**src/ufp_pkg.sv**
```systemverilog
// Package: register map, field positions and carrier types for the flag port status block
package ufp_pkg;
  localparam int unsigned ADDR_W = 8;
  localparam logic [7:0] OFF_PORT_MASKS = 8'h24;
  localparam logic [7:0] OFF_FRAME_COUNTER = 8'h28;
  localparam logic [7:0] OFF_LAST_PACKET_ID = 8'h2c;
  localparam logic [7:0] OFF_LAST_ENDPOINT = 8'h30;
  localparam logic [7:0] OFF_ENDPOINT_TAG = 8'h34;
  localparam logic [7:0] OFF_OTG_EVENT_MASK = 8'h38;
  localparam logic [7:0] OFF_POWER_SIGNAL = 8'h3c;
  localparam logic [7:0] OFF_PHY_CONTROL = 8'h40;
  localparam logic [7:0] OFF_LINE_EVENT_FLAGS = 8'h44;
  localparam logic [7:0] OFF_STICKY_SELECT = 8'h48;
  localparam logic [7:0] OFF_IRQ_STATUS = 8'h4c;
  localparam logic [7:0] OFF_IRQ_MASK = 8'h50;
  localparam logic [7:0] OFF_LINE_STATUS = 8'h54;

  localparam int unsigned NUM_FLAGS = 7;
  localparam int unsigned NUM_PORTS = 4;
  localparam int unsigned MASK_W = 8;
  localparam int unsigned FRAME_W = 11;
  localparam int unsigned NUM_EP = 16;
  localparam int unsigned EP_VALID_BIT = 4;
  localparam logic [4:0] EP_TAG_OR = 5'h10;
  localparam int unsigned PWR_VALID_BIT = 8;
  localparam int unsigned PHY_PD_DIS_BIT = 18;
  localparam int unsigned PHY_RES_SE0_BIT = 13;
  localparam int unsigned PHY_RES_K_BIT = 12;
  localparam int unsigned PHY_FILT_LSB = 8;
  localparam int unsigned PHY_FILT_MSB = 11;
  localparam int unsigned PHY_AUTO_RES_BIT = 7;
  localparam int unsigned PHY_CONF_LSB = 4;
  localparam int unsigned PHY_CONF_MSB = 6;
  localparam logic [31:0] PHY_CTRL_WMASK = 32'h0004_3ff0;
  localparam logic [31:0] FRAME_WMASK = 32'h0000_07ff;
  localparam logic [31:0] POWER_WMASK = 32'h0000_01ff;
  localparam logic [31:0] EPTAG_WMASK = 32'h0000_ffff;
  localparam logic [31:0] FLAGS_WMASK = 32'h0000_007f;
  localparam logic [31:0] ZERO_WORD = 32'h0000_0000;
  localparam int unsigned FLT_CNT_W = 16;

  localparam int unsigned FL_TOKEN = 6;
  localparam int unsigned FL_SE0 = 5;
  localparam int unsigned FL_K = 4;
  localparam int unsigned FL_J = 3;
  localparam int unsigned FL_CRC16 = 2;
  localparam int unsigned FL_RXACT = 1;
  localparam int unsigned FL_RXERR = 0;

  localparam logic [1:0] LS_SE0 = 2'h0;
  localparam logic [1:0] LS_J = 2'h1;
  localparam logic [1:0] LS_K = 2'h2;

  localparam int unsigned IRQ_W = 3;
  localparam int unsigned IRQ_FLAG = 0;
  localparam int unsigned IRQ_RES_SE0 = 1;
  localparam int unsigned IRQ_RES_K = 2;

  typedef struct packed {
    logic token_ok;
    logic crc16_fail;
    logic packet_start;
    logic pid_valid;
    logic [3:0] pid;
    logic ep_valid;
    logic [3:0] ep;
    logic rx_active;
    logic rx_error;
    logic [1:0] linestate;
    logic resume_se0;
    logic resume_k;
  } ufp_rx_s;
endpackage
```
**src/ufp_flag_port_status.sv**
```systemverilog
// Flag routing, frame counter, last packet capture and PHY control registers
`timescale 1ns/10ps
`default_nettype none

module ufp_flag_port_status
  import ufp_pkg::*;
#(
  parameter int unsigned FLT_MAX_LOG2 = 15
) (
  input wire logic pclk,
  input wire logic presetn,
  input wire logic clk_en,
  input wire logic psel,
  input wire logic penable,
  input wire logic pwrite,
  input wire logic [ADDR_W-1:0] paddr,
  input wire logic [31:0] pwdata,
  output logic [31:0] prdata,
  output logic pready,
  output logic pslverr,
  input wire ufp_rx_s rx_in,
  output logic flag_port_a,
  output logic flag_port_b,
  output logic flag_port_c,
  output logic flag_port_d,
  output logic [4:0] rx_endpoint_port,
  output logic rx_endpoint_strobe,
  output logic phy_pulldown_disable,
  output logic [2:0] phy_config_pins,
  output logic auto_resume_enable,
  output logic [1:0] linestate_filt,
  output logic irq
);

  logic [31:0] flag_port_masks;
  logic [FRAME_W-1:0] frame_counter;
  logic [3:0] last_packet_id;
  logic [3:0] last_endpoint;
  logic last_endpoint_valid;
  logic [NUM_EP-1:0] endpoint_tag_select;
  logic [31:0] otg_event_mask;
  logic [8:0] power_signal_word;
  logic [31:0] phy_control;
  logic [NUM_FLAGS-1:0] line_event_flags;
  logic [NUM_FLAGS-1:0] sticky_select;
  logic [IRQ_W-1:0] irq_status;
  logic [IRQ_W-1:0] irq_mask;
  logic [1:0] ls_candidate;
  logic [FLT_CNT_W-1:0] ls_count;
  logic [NUM_FLAGS-1:0] flag_events;
  logic [NUM_PORTS-1:0] next_port;
  logic [FLT_CNT_W-1:0] flt_limit;
  logic ls_commit;
  logic wr_en;
  logic rd_en;
  logic addr_ok;
  logic [31:0] rd_word;
  logic [IRQ_W-1:0] irq_events;

  assign wr_en = psel && penable && pwrite && clk_en;
  // Read data is fetched in the setup phase so it stands in the access phase
  assign rd_en = psel && !penable && !pwrite;

  always_comb begin
    addr_ok = 1'b1;
    rd_word = ZERO_WORD;
    unique case (paddr)
      OFF_PORT_MASKS: rd_word = flag_port_masks;
      OFF_FRAME_COUNTER: rd_word = {21'h0, frame_counter};
      OFF_LAST_PACKET_ID: rd_word = {28'h0, last_packet_id};
      OFF_LAST_ENDPOINT: rd_word = {27'h0, last_endpoint_valid, last_endpoint};
      OFF_ENDPOINT_TAG: rd_word = {16'h0, endpoint_tag_select};
      OFF_OTG_EVENT_MASK: rd_word = otg_event_mask;
      OFF_POWER_SIGNAL: rd_word = {23'h0, power_signal_word};
      OFF_PHY_CONTROL: rd_word = phy_control & PHY_CTRL_WMASK;
      OFF_LINE_EVENT_FLAGS: rd_word = {25'h0, line_event_flags};
      OFF_STICKY_SELECT: rd_word = {25'h0, sticky_select};
      OFF_IRQ_STATUS: rd_word = {29'h0, irq_status};
      OFF_IRQ_MASK: rd_word = {29'h0, irq_mask};
      OFF_LINE_STATUS: rd_word = {30'h0, linestate_filt};
      default: addr_ok = 1'b0;
    endcase
  end

  // Zero wait states; unmapped offsets answer with an error
  always_ff @(posedge pclk or negedge presetn) begin
    if (!presetn) begin
      prdata <= ZERO_WORD;
      pready <= 1'b0;
      pslverr <= 1'b0;
    end else if (clk_en) begin
      pready <= psel && !penable;
      pslverr <= psel && !penable && !addr_ok;
      if (rd_en) begin
        prdata <= rd_word;
      end
    end
  end

  // Registered one cycle after the setup phase, so access completes in phase two
  logic acc_wr;
  assign acc_wr = wr_en && pready && addr_ok;

  logic [NUM_FLAGS-1:0] flag_clear;
  assign flag_clear = (acc_wr && paddr == OFF_LINE_EVENT_FLAGS) ? pwdata[NUM_FLAGS-1:0] : '0;

  // Bit 7 of each mask byte has no flag behind it and is kept for readback only
  always_ff @(posedge pclk or negedge presetn) begin
    if (!presetn) begin
      flag_port_masks <= ZERO_WORD;
    end else if (acc_wr && paddr == OFF_PORT_MASKS) begin
      flag_port_masks <= pwdata;
    end
  end

  always_ff @(posedge pclk or negedge presetn) begin
    if (!presetn) begin
      endpoint_tag_select <= '0;
    end else if (acc_wr && paddr == OFF_ENDPOINT_TAG) begin
      endpoint_tag_select <= pwdata[NUM_EP-1:0];
    end
  end

  // Held for software only; nothing in this block reads it
  always_ff @(posedge pclk or negedge presetn) begin
    if (!presetn) begin
      otg_event_mask <= ZERO_WORD;
    end else if (acc_wr && paddr == OFF_OTG_EVENT_MASK) begin
      otg_event_mask <= pwdata;
    end
  end

  always_ff @(posedge pclk or negedge presetn) begin
    if (!presetn) begin
      power_signal_word <= '0;
    end else if (acc_wr && paddr == OFF_POWER_SIGNAL) begin
      power_signal_word <= pwdata[PWR_VALID_BIT:0];
    end
  end

  always_ff @(posedge pclk or negedge presetn) begin
    if (!presetn) begin
      sticky_select <= '0;
    end else if (acc_wr && paddr == OFF_STICKY_SELECT) begin
      sticky_select <= pwdata[NUM_FLAGS-1:0];
    end
  end

  always_ff @(posedge pclk or negedge presetn) begin
    if (!presetn) begin
      irq_mask <= '0;
    end else if (acc_wr && paddr == OFF_IRQ_MASK) begin
      irq_mask <= pwdata[IRQ_W-1:0];
    end
  end

  // Frame counter is a plain register; no logic here advances it, it is software-owned
  always_ff @(posedge pclk or negedge presetn) begin
    if (!presetn) begin
      frame_counter <= '0;
    end else if (acc_wr && paddr == OFF_FRAME_COUNTER) begin
      frame_counter <= pwdata[FRAME_W-1:0];
    end
  end

  // PHY control; hardware resume flags win over a software clear in the same cycle
  always_ff @(posedge pclk or negedge presetn) begin
    if (!presetn) begin
      phy_control <= ZERO_WORD;
    end else if (clk_en) begin
      if (acc_wr && paddr == OFF_PHY_CONTROL) begin
        phy_control <= pwdata & PHY_CTRL_WMASK;
      end
      if (rx_in.resume_se0) begin
        phy_control[PHY_RES_SE0_BIT] <= 1'b1;
      end
      if (rx_in.resume_k) begin
        phy_control[PHY_RES_K_BIT] <= 1'b1;
      end
    end
  end

  // Linestate filter: candidate must hold 2^N clocks before it is committed
  // N above the cap acts as the cap, keeping the counter narrow
  always_comb begin
    flt_limit = '0;
    if (phy_control[PHY_FILT_MSB:PHY_FILT_LSB] > 4'(FLT_MAX_LOG2)) begin
      flt_limit[FLT_MAX_LOG2] = 1'b1;
    end else begin
      flt_limit[phy_control[PHY_FILT_MSB:PHY_FILT_LSB]] = 1'b1;
    end
  end

  // Only a candidate that differs from the output commits, so each change flags once
  assign ls_commit = (rx_in.linestate == ls_candidate) && (ls_candidate != linestate_filt)
    && (ls_count + 1'b1 >= flt_limit);

  always_ff @(posedge pclk or negedge presetn) begin
    if (!presetn) begin
      ls_candidate <= LS_SE0;
      ls_count <= '0;
      linestate_filt <= LS_SE0;
    end else if (clk_en) begin
      if (rx_in.linestate != ls_candidate) begin
        ls_candidate <= rx_in.linestate;
        ls_count <= '0;
      end else if (ls_commit) begin
        linestate_filt <= ls_candidate;
      end else if (ls_count < flt_limit) begin
        ls_count <= ls_count + 1'b1;
      end
    end
  end

  always_comb begin
    flag_events = '0;
    flag_events[FL_TOKEN] = rx_in.token_ok;
    flag_events[FL_SE0] = ls_commit && ls_candidate == LS_SE0;
    flag_events[FL_K] = ls_commit && ls_candidate == LS_K;
    flag_events[FL_J] = ls_commit && ls_candidate == LS_J;
    flag_events[FL_CRC16] = rx_in.crc16_fail;
    flag_events[FL_RXACT] = rx_in.rx_active;
    flag_events[FL_RXERR] = rx_in.rx_error;
  end

  // Per flag: set wins, sticky bits clear on write-one, normal bits on next packet, except non-sticky FL_RXACT and FL_RXERR, which follow their input
  generate
    for (genvar i = 0; i < NUM_FLAGS; i++) begin : g_flag
      always_ff @(posedge pclk or negedge presetn) begin
        if (!presetn) begin
          line_event_flags[i] <= 1'b0;
        end else if (clk_en) begin
          if (i == FL_RXACT || i == FL_RXERR) begin
            if (flag_events[i] || !sticky_select[i]) begin
              line_event_flags[i] <= flag_events[i];
            end else if (flag_clear[i]) begin
              line_event_flags[i] <= 1'b0;
            end
          end else if (flag_events[i]) begin
            line_event_flags[i] <= 1'b1;
          end else if (sticky_select[i]) begin
            if (flag_clear[i]) begin
              line_event_flags[i] <= 1'b0;
            end
          end else if (rx_in.packet_start) begin
            line_event_flags[i] <= 1'b0;
          end
        end
      end
    end
  endgenerate

  always_comb begin
    for (int p = 0; p < NUM_PORTS; p++) begin
      next_port[p] = |(flag_port_masks[p*MASK_W +: NUM_FLAGS] & line_event_flags);
    end
  end

  // One flop stage after the flags, so ports lag the flag register by a cycle
  always_ff @(posedge pclk or negedge presetn) begin
    if (!presetn) begin
      flag_port_a <= 1'b0;
      flag_port_b <= 1'b0;
      flag_port_c <= 1'b0;
      flag_port_d <= 1'b0;
    end else if (clk_en) begin
      flag_port_a <= next_port[0];
      flag_port_b <= next_port[1];
      flag_port_c <= next_port[2];
      flag_port_d <= next_port[3];
    end
  end

  always_ff @(posedge pclk or negedge presetn) begin
    if (!presetn) begin
      last_packet_id <= '0;
    end else if (clk_en && rx_in.pid_valid) begin
      last_packet_id <= rx_in.pid;
    end
  end

  // An identifier without an endpoint keeps the old number but marks it stale
  always_ff @(posedge pclk or negedge presetn) begin
    if (!presetn) begin
      last_endpoint <= '0;
      last_endpoint_valid <= 1'b0;
    end else if (clk_en) begin
      if (rx_in.ep_valid) begin
        last_endpoint <= rx_in.ep;
        last_endpoint_valid <= 1'b1;
      end else if (rx_in.pid_valid) begin
        last_endpoint_valid <= 1'b0;
      end
    end
  end

  always_ff @(posedge pclk or negedge presetn) begin
    if (!presetn) begin
      rx_endpoint_port <= '0;
      rx_endpoint_strobe <= 1'b0;
    end else if (clk_en) begin
      rx_endpoint_strobe <= rx_in.ep_valid;
      if (rx_in.ep_valid) begin
        if (endpoint_tag_select[rx_in.ep]) begin
          rx_endpoint_port <= {1'b0, rx_in.ep} | EP_TAG_OR;
        end else begin
          rx_endpoint_port <= {1'b0, rx_in.ep};
        end
      end
    end
  end

  // Pin copies lag the control register by one cycle
  always_ff @(posedge pclk or negedge presetn) begin
    if (!presetn) begin
      phy_pulldown_disable <= 1'b0;
      phy_config_pins <= '0;
      auto_resume_enable <= 1'b0;
    end else if (clk_en) begin
      phy_pulldown_disable <= phy_control[PHY_PD_DIS_BIT];
      phy_config_pins <= phy_control[PHY_CONF_MSB:PHY_CONF_LSB];
      auto_resume_enable <= phy_control[PHY_AUTO_RES_BIT];
    end
  end

  always_comb begin
    irq_events = '0;
    irq_events[IRQ_FLAG] = |flag_events;
    irq_events[IRQ_RES_SE0] = rx_in.resume_se0;
    irq_events[IRQ_RES_K] = rx_in.resume_k;
  end

  // Set wins over a write-one clear arriving in the same cycle
  always_ff @(posedge pclk or negedge presetn) begin
    if (!presetn) begin
      irq_status <= '0;
    end else if (clk_en) begin
      if (acc_wr && paddr == OFF_IRQ_STATUS) begin
        irq_status <= (irq_status & ~pwdata[IRQ_W-1:0]) | irq_events;
      end else begin
        irq_status <= irq_status | irq_events;
      end
    end
  end

  // Level output follows the status one cycle late
  always_ff @(posedge pclk or negedge presetn) begin
    if (!presetn) begin
      irq <= 1'b0;
    end else if (clk_en) begin
      irq <= |(irq_status & irq_mask);
    end
  end

endmodule
`default_nettype wire

```
**config.mk**
```make
export PLATFORM = sky130hd
export DESIGN_NAME = ufp_flag_port_status
export DESIGN_NICKNAME = d
export VERILOG_FILES = /design/src/ufp_pkg.sv /design/src/ufp_flag_port_status.sv
export SDC_FILE = /design/constraint.sdc
export NUM_CORES = 1
export LEC_CHECK = 0
export BUFFER_PORTS_ARGS = -buffer_cell sky130_fd_sc_hd__buf_2
export CORE_MARGIN = 1
export CORE_UTILIZATION = 33
export DETAILED_ROUTE_END_ITERATION = 16
export PLACE_DENSITY = 0.56
export SYNTH_ARGS = -nofsm -noshare
export SYNTH_HDL_FRONTEND = slang
export SYNTH_SLANG_ARGS = --single-unit
```
**constraint.sdc**
```tcl
create_clock -name pclk -period 6.9 [get_ports pclk]
set_input_delay 0.69 -clock pclk [delete_from_list [all_inputs] [get_ports pclk]]
set_output_delay 0.69 -clock pclk [all_outputs]
set_load 0.01 [all_outputs]
```
==> impl_results.md <==
- Gr usage total: 19.4%
- Ranking of synthesized cells by area: dfrtp_1 (51%), mux2_2 (16%), ha_1 (4.1%), a22oi_1 (3.4%), nor2_1 (2.1%)
- Area share of the largest cell type after synthesis: 50.7%
- Avg WL per Cell: 22.1 um
- Worst path max stage delay: 0.97 ns
- RSZ-0062 raised after global routing: no
- Largest net degree at the start of global routing: 101
- Crit-path slowest cell: nor4b_1
- CTS Hold Bufs: 0
- Worst VDD drop: 147 uV
- Cell variety after synth: 60
- Buffers & Inverters on Critical Path: 0
- Final wirelength: 30,300 um
- Crit Reg-Reg Startpoint: ls_count[8]
- Vias per cell: 5.52
- Port buffer count: 116
- Max clock buf depth: 3
- Critical path class: register to register
- Post-CTS setup buffer count: 0
- Worst Skew: 0.0143 ns
- Synthesized cell area: 10,200 um2
- Mapped Cells: 861
- Site Rows: 63
- Inserted Clock Buffers: 24
- Async SR Flop Fraction: 100%
- Final min period: 4.67 ns
- Setup tns final: 0 ns
- DP Worst Slack: 2.37 ns
- CTS sink cnt: 206
- Via Count: 7,573
- CTS tree: yes
- Clk Latency, worst-skew pair: 0.52 ns
- Slew at the pin closest to its max-slew limit: 1.19 ns
- Setup ws final: 2.23 ns
- Cell mode on critical path: and4_1
- Post-route ant nets: 0
- Setup crit end kind: register
- Max Transition Viols Final: 0
- Hold Path Class: input pin to async pin
- Vias in the first global route: 7,522
- Area grow syn2layout: 17.4%
- Area after DPL: 11,100 um2
- PwrDens: 255 nW/um2
- Syn_nets: 959
- Sequential element share of the synthesized area: 50.7%
- Leakage: 5.62 nW
- Global route overflow: 0
- Yosys warnings: 0
- Final hold viol count: 0
- First-pass GRT wire length: 46,400 um
- Core Area: 30,000 um2
- Initial DRC Count: 551
- Slew headroom: 19.5%
- Number of max-cap violations: 0
- Highest clock rate: 214 MHz
- Critical path's top delay family: simple AND/OR/NAND/NOR gates
- Mean post-synth cell area: 11.8 um2
- Initial Utilization: 33.9%
- Crit path DAT: 5.07 ns
- Commonest cells in the netlist: dfrtp_1 (206), mux2_2 (141), nor2_1 (58)
- Required time worst endpoint: 7.30 ns
- #FFs+latches synth: 206
- Post-synth EDFFs: 0
- Root buffer cell: clkbuf_16
- Nets@finish: 1,062
- Initial antenna violation count: 0
- Critical register-to-register path endpoint: ls_count[8]
- Crit-path cells: and4_1, nor4b_1, nand3_1, xnor2_1, ha_1, and4_1, o2111ai_1, o22a_1, a22oi_1, nor3_2, a221o_1
- Clock-pin slew on the worst setup and hold paths: 0.06 ns
- Most frequent cell after synthesis: dfrtp_1
- Period utilisation layout: 67.7%
- Outcome: finished, final reports clean
- Share of cells above drive strength 1: 33.1%
- Die width: 178 um
- Fill count: 2,941
- Die Span Y: 178 um
- H-Tree Level Count: 1
- R2R Setup Slk: 2.23 ns
- Setup violators final: 0
- Dominant cell type by area after synthesis: dfrtp_1
- Worst Setup Start Kind: register
- R2r worst-path depth: 11
- Post-DP HPWL: 21,000 um
- Final Wtd Congestion: 0.912
- Worst Path Max Fanout: 12
- Ys flop type: dfrtp_1
- Cts repair resizes: 0
- Fin area: 11,900 um2
- DR DRC count: 0
- Ant diodes: 0
- Die area: 31,500 um2
- Ports: 117
- First-pass DRT Iterations: 5
[placed cells by master (no fill, tap or decap), drive strengths merged, types with 4 or more instances in the layout]
cell type	n
ha	33
clkbuf	38
nor3	6
buf	124
a221oi	5
o21ai	23
a21o	7
nor2b	9
and4	4
a31o	7
xor2	9
nand2b	6
xnor2	9
and3	11
a31oi	19
mux2	141
dfrtp	206
nand3	21
nand4	8
a22oi	46
a222oi	14
nand2	49
a21oi	42
o22ai	4
inv	7
mux4	5
nor2	60
a41oi	10
a22o	15
[cell families after synthesis]
logic type	after synthesis	share of synthesized area (%)
buffers and inverters	54	2.29
XOR/XNOR	18	1.55
AND/OR/NAND/NOR	191	9.48
flip-flops	206	50.7
adder cells (fa/ha/maj)	33	4.06
multiplexers	146	16.7
AO/OA/AOI/OAI	213	15.2
[area by class of cell]
class                      instances  area (um2)  share of cell area [%]
multi-input combinational        601        4800                    40.2
inverter                           7        26.3                   0.220
timing repair buffer             124         651                    5.45
tap                              390         488                    4.09
sequential                       206        5150                    43.2
clock inverter                     5        75.1                   0.629
clock buffer                      38         734                    6.16
[metal layers]
layer	vias to the layer above	share of wire (%)	track usage, %
li1	3487	-	-
met1	3843	46	26.5
met5	-	0	0
met4	0	2.9	6.30
met2	191	47	31.9
met3	52	4.1	2.51
[flip-flops by register name, indices dropped and copies added (netlist names), 2 cells and up]
| name | count |
|---|---|
| sticky_select | 7 |
| irq_status | 3 |
| irq_mask | 3 |
| otg_event_mask | 32 |
| ls_count | 16 |
| ls_candidate | 2 |
| line_event_flags | 7 |
| power_signal_word | 9 |
| frame_counter | 11 |
| prdata | 32 |
| last_packet_id | 4 |
| flag_port_masks | 32 |
| linestate_filt | 2 |
| endpoint_tag_select | 16 |
| last_endpoint | 3 |
| phy_control | 11 |
| rx_endpoint_port | 2 |
| phy_config_pins | 3 |
[power by group]
part / leakage, nW / switching (mW) / internal, mW
Combinational: 2.49 / 0.237 / 0.152
Clock: 0.399 / 0.504 / 0.800
Sequential: 2.73 / 0.0717 / 1.27
[worst max-delay path by stage]
stage	slack (ns)	start	cells after the start	to
global route	1.93	ls_count[8]	11	ls_count[8]
finish	2.23	ls_count[8]	11	ls_count[8]
detailed placement	2.37	ls_count[8]	11	ls_count[8]
floorplan	3.39	ls_count[8]	10	linestate_filt[0]
global placement	2.43	ls_count[8]	11	ls_count[8]
CTS	2.34	ls_count[8]	11	ls_count[8]
[metrics by stage]
step	instances	utilization [%]	total power, mW	hold slack (ns)
after floorplan	861	-	1.56	0.394
after global routing	1371	39.8	3.16	0.253
final	1371	39.8	3.04	0.166
after CTS	1371	39.8	3.06	0.241
after detailed placement	1328	37.1	1.76	0.475
after global placement	1328	37.1	1.76	0.473
Note: power is estimated with default switching activity, not from simulation.
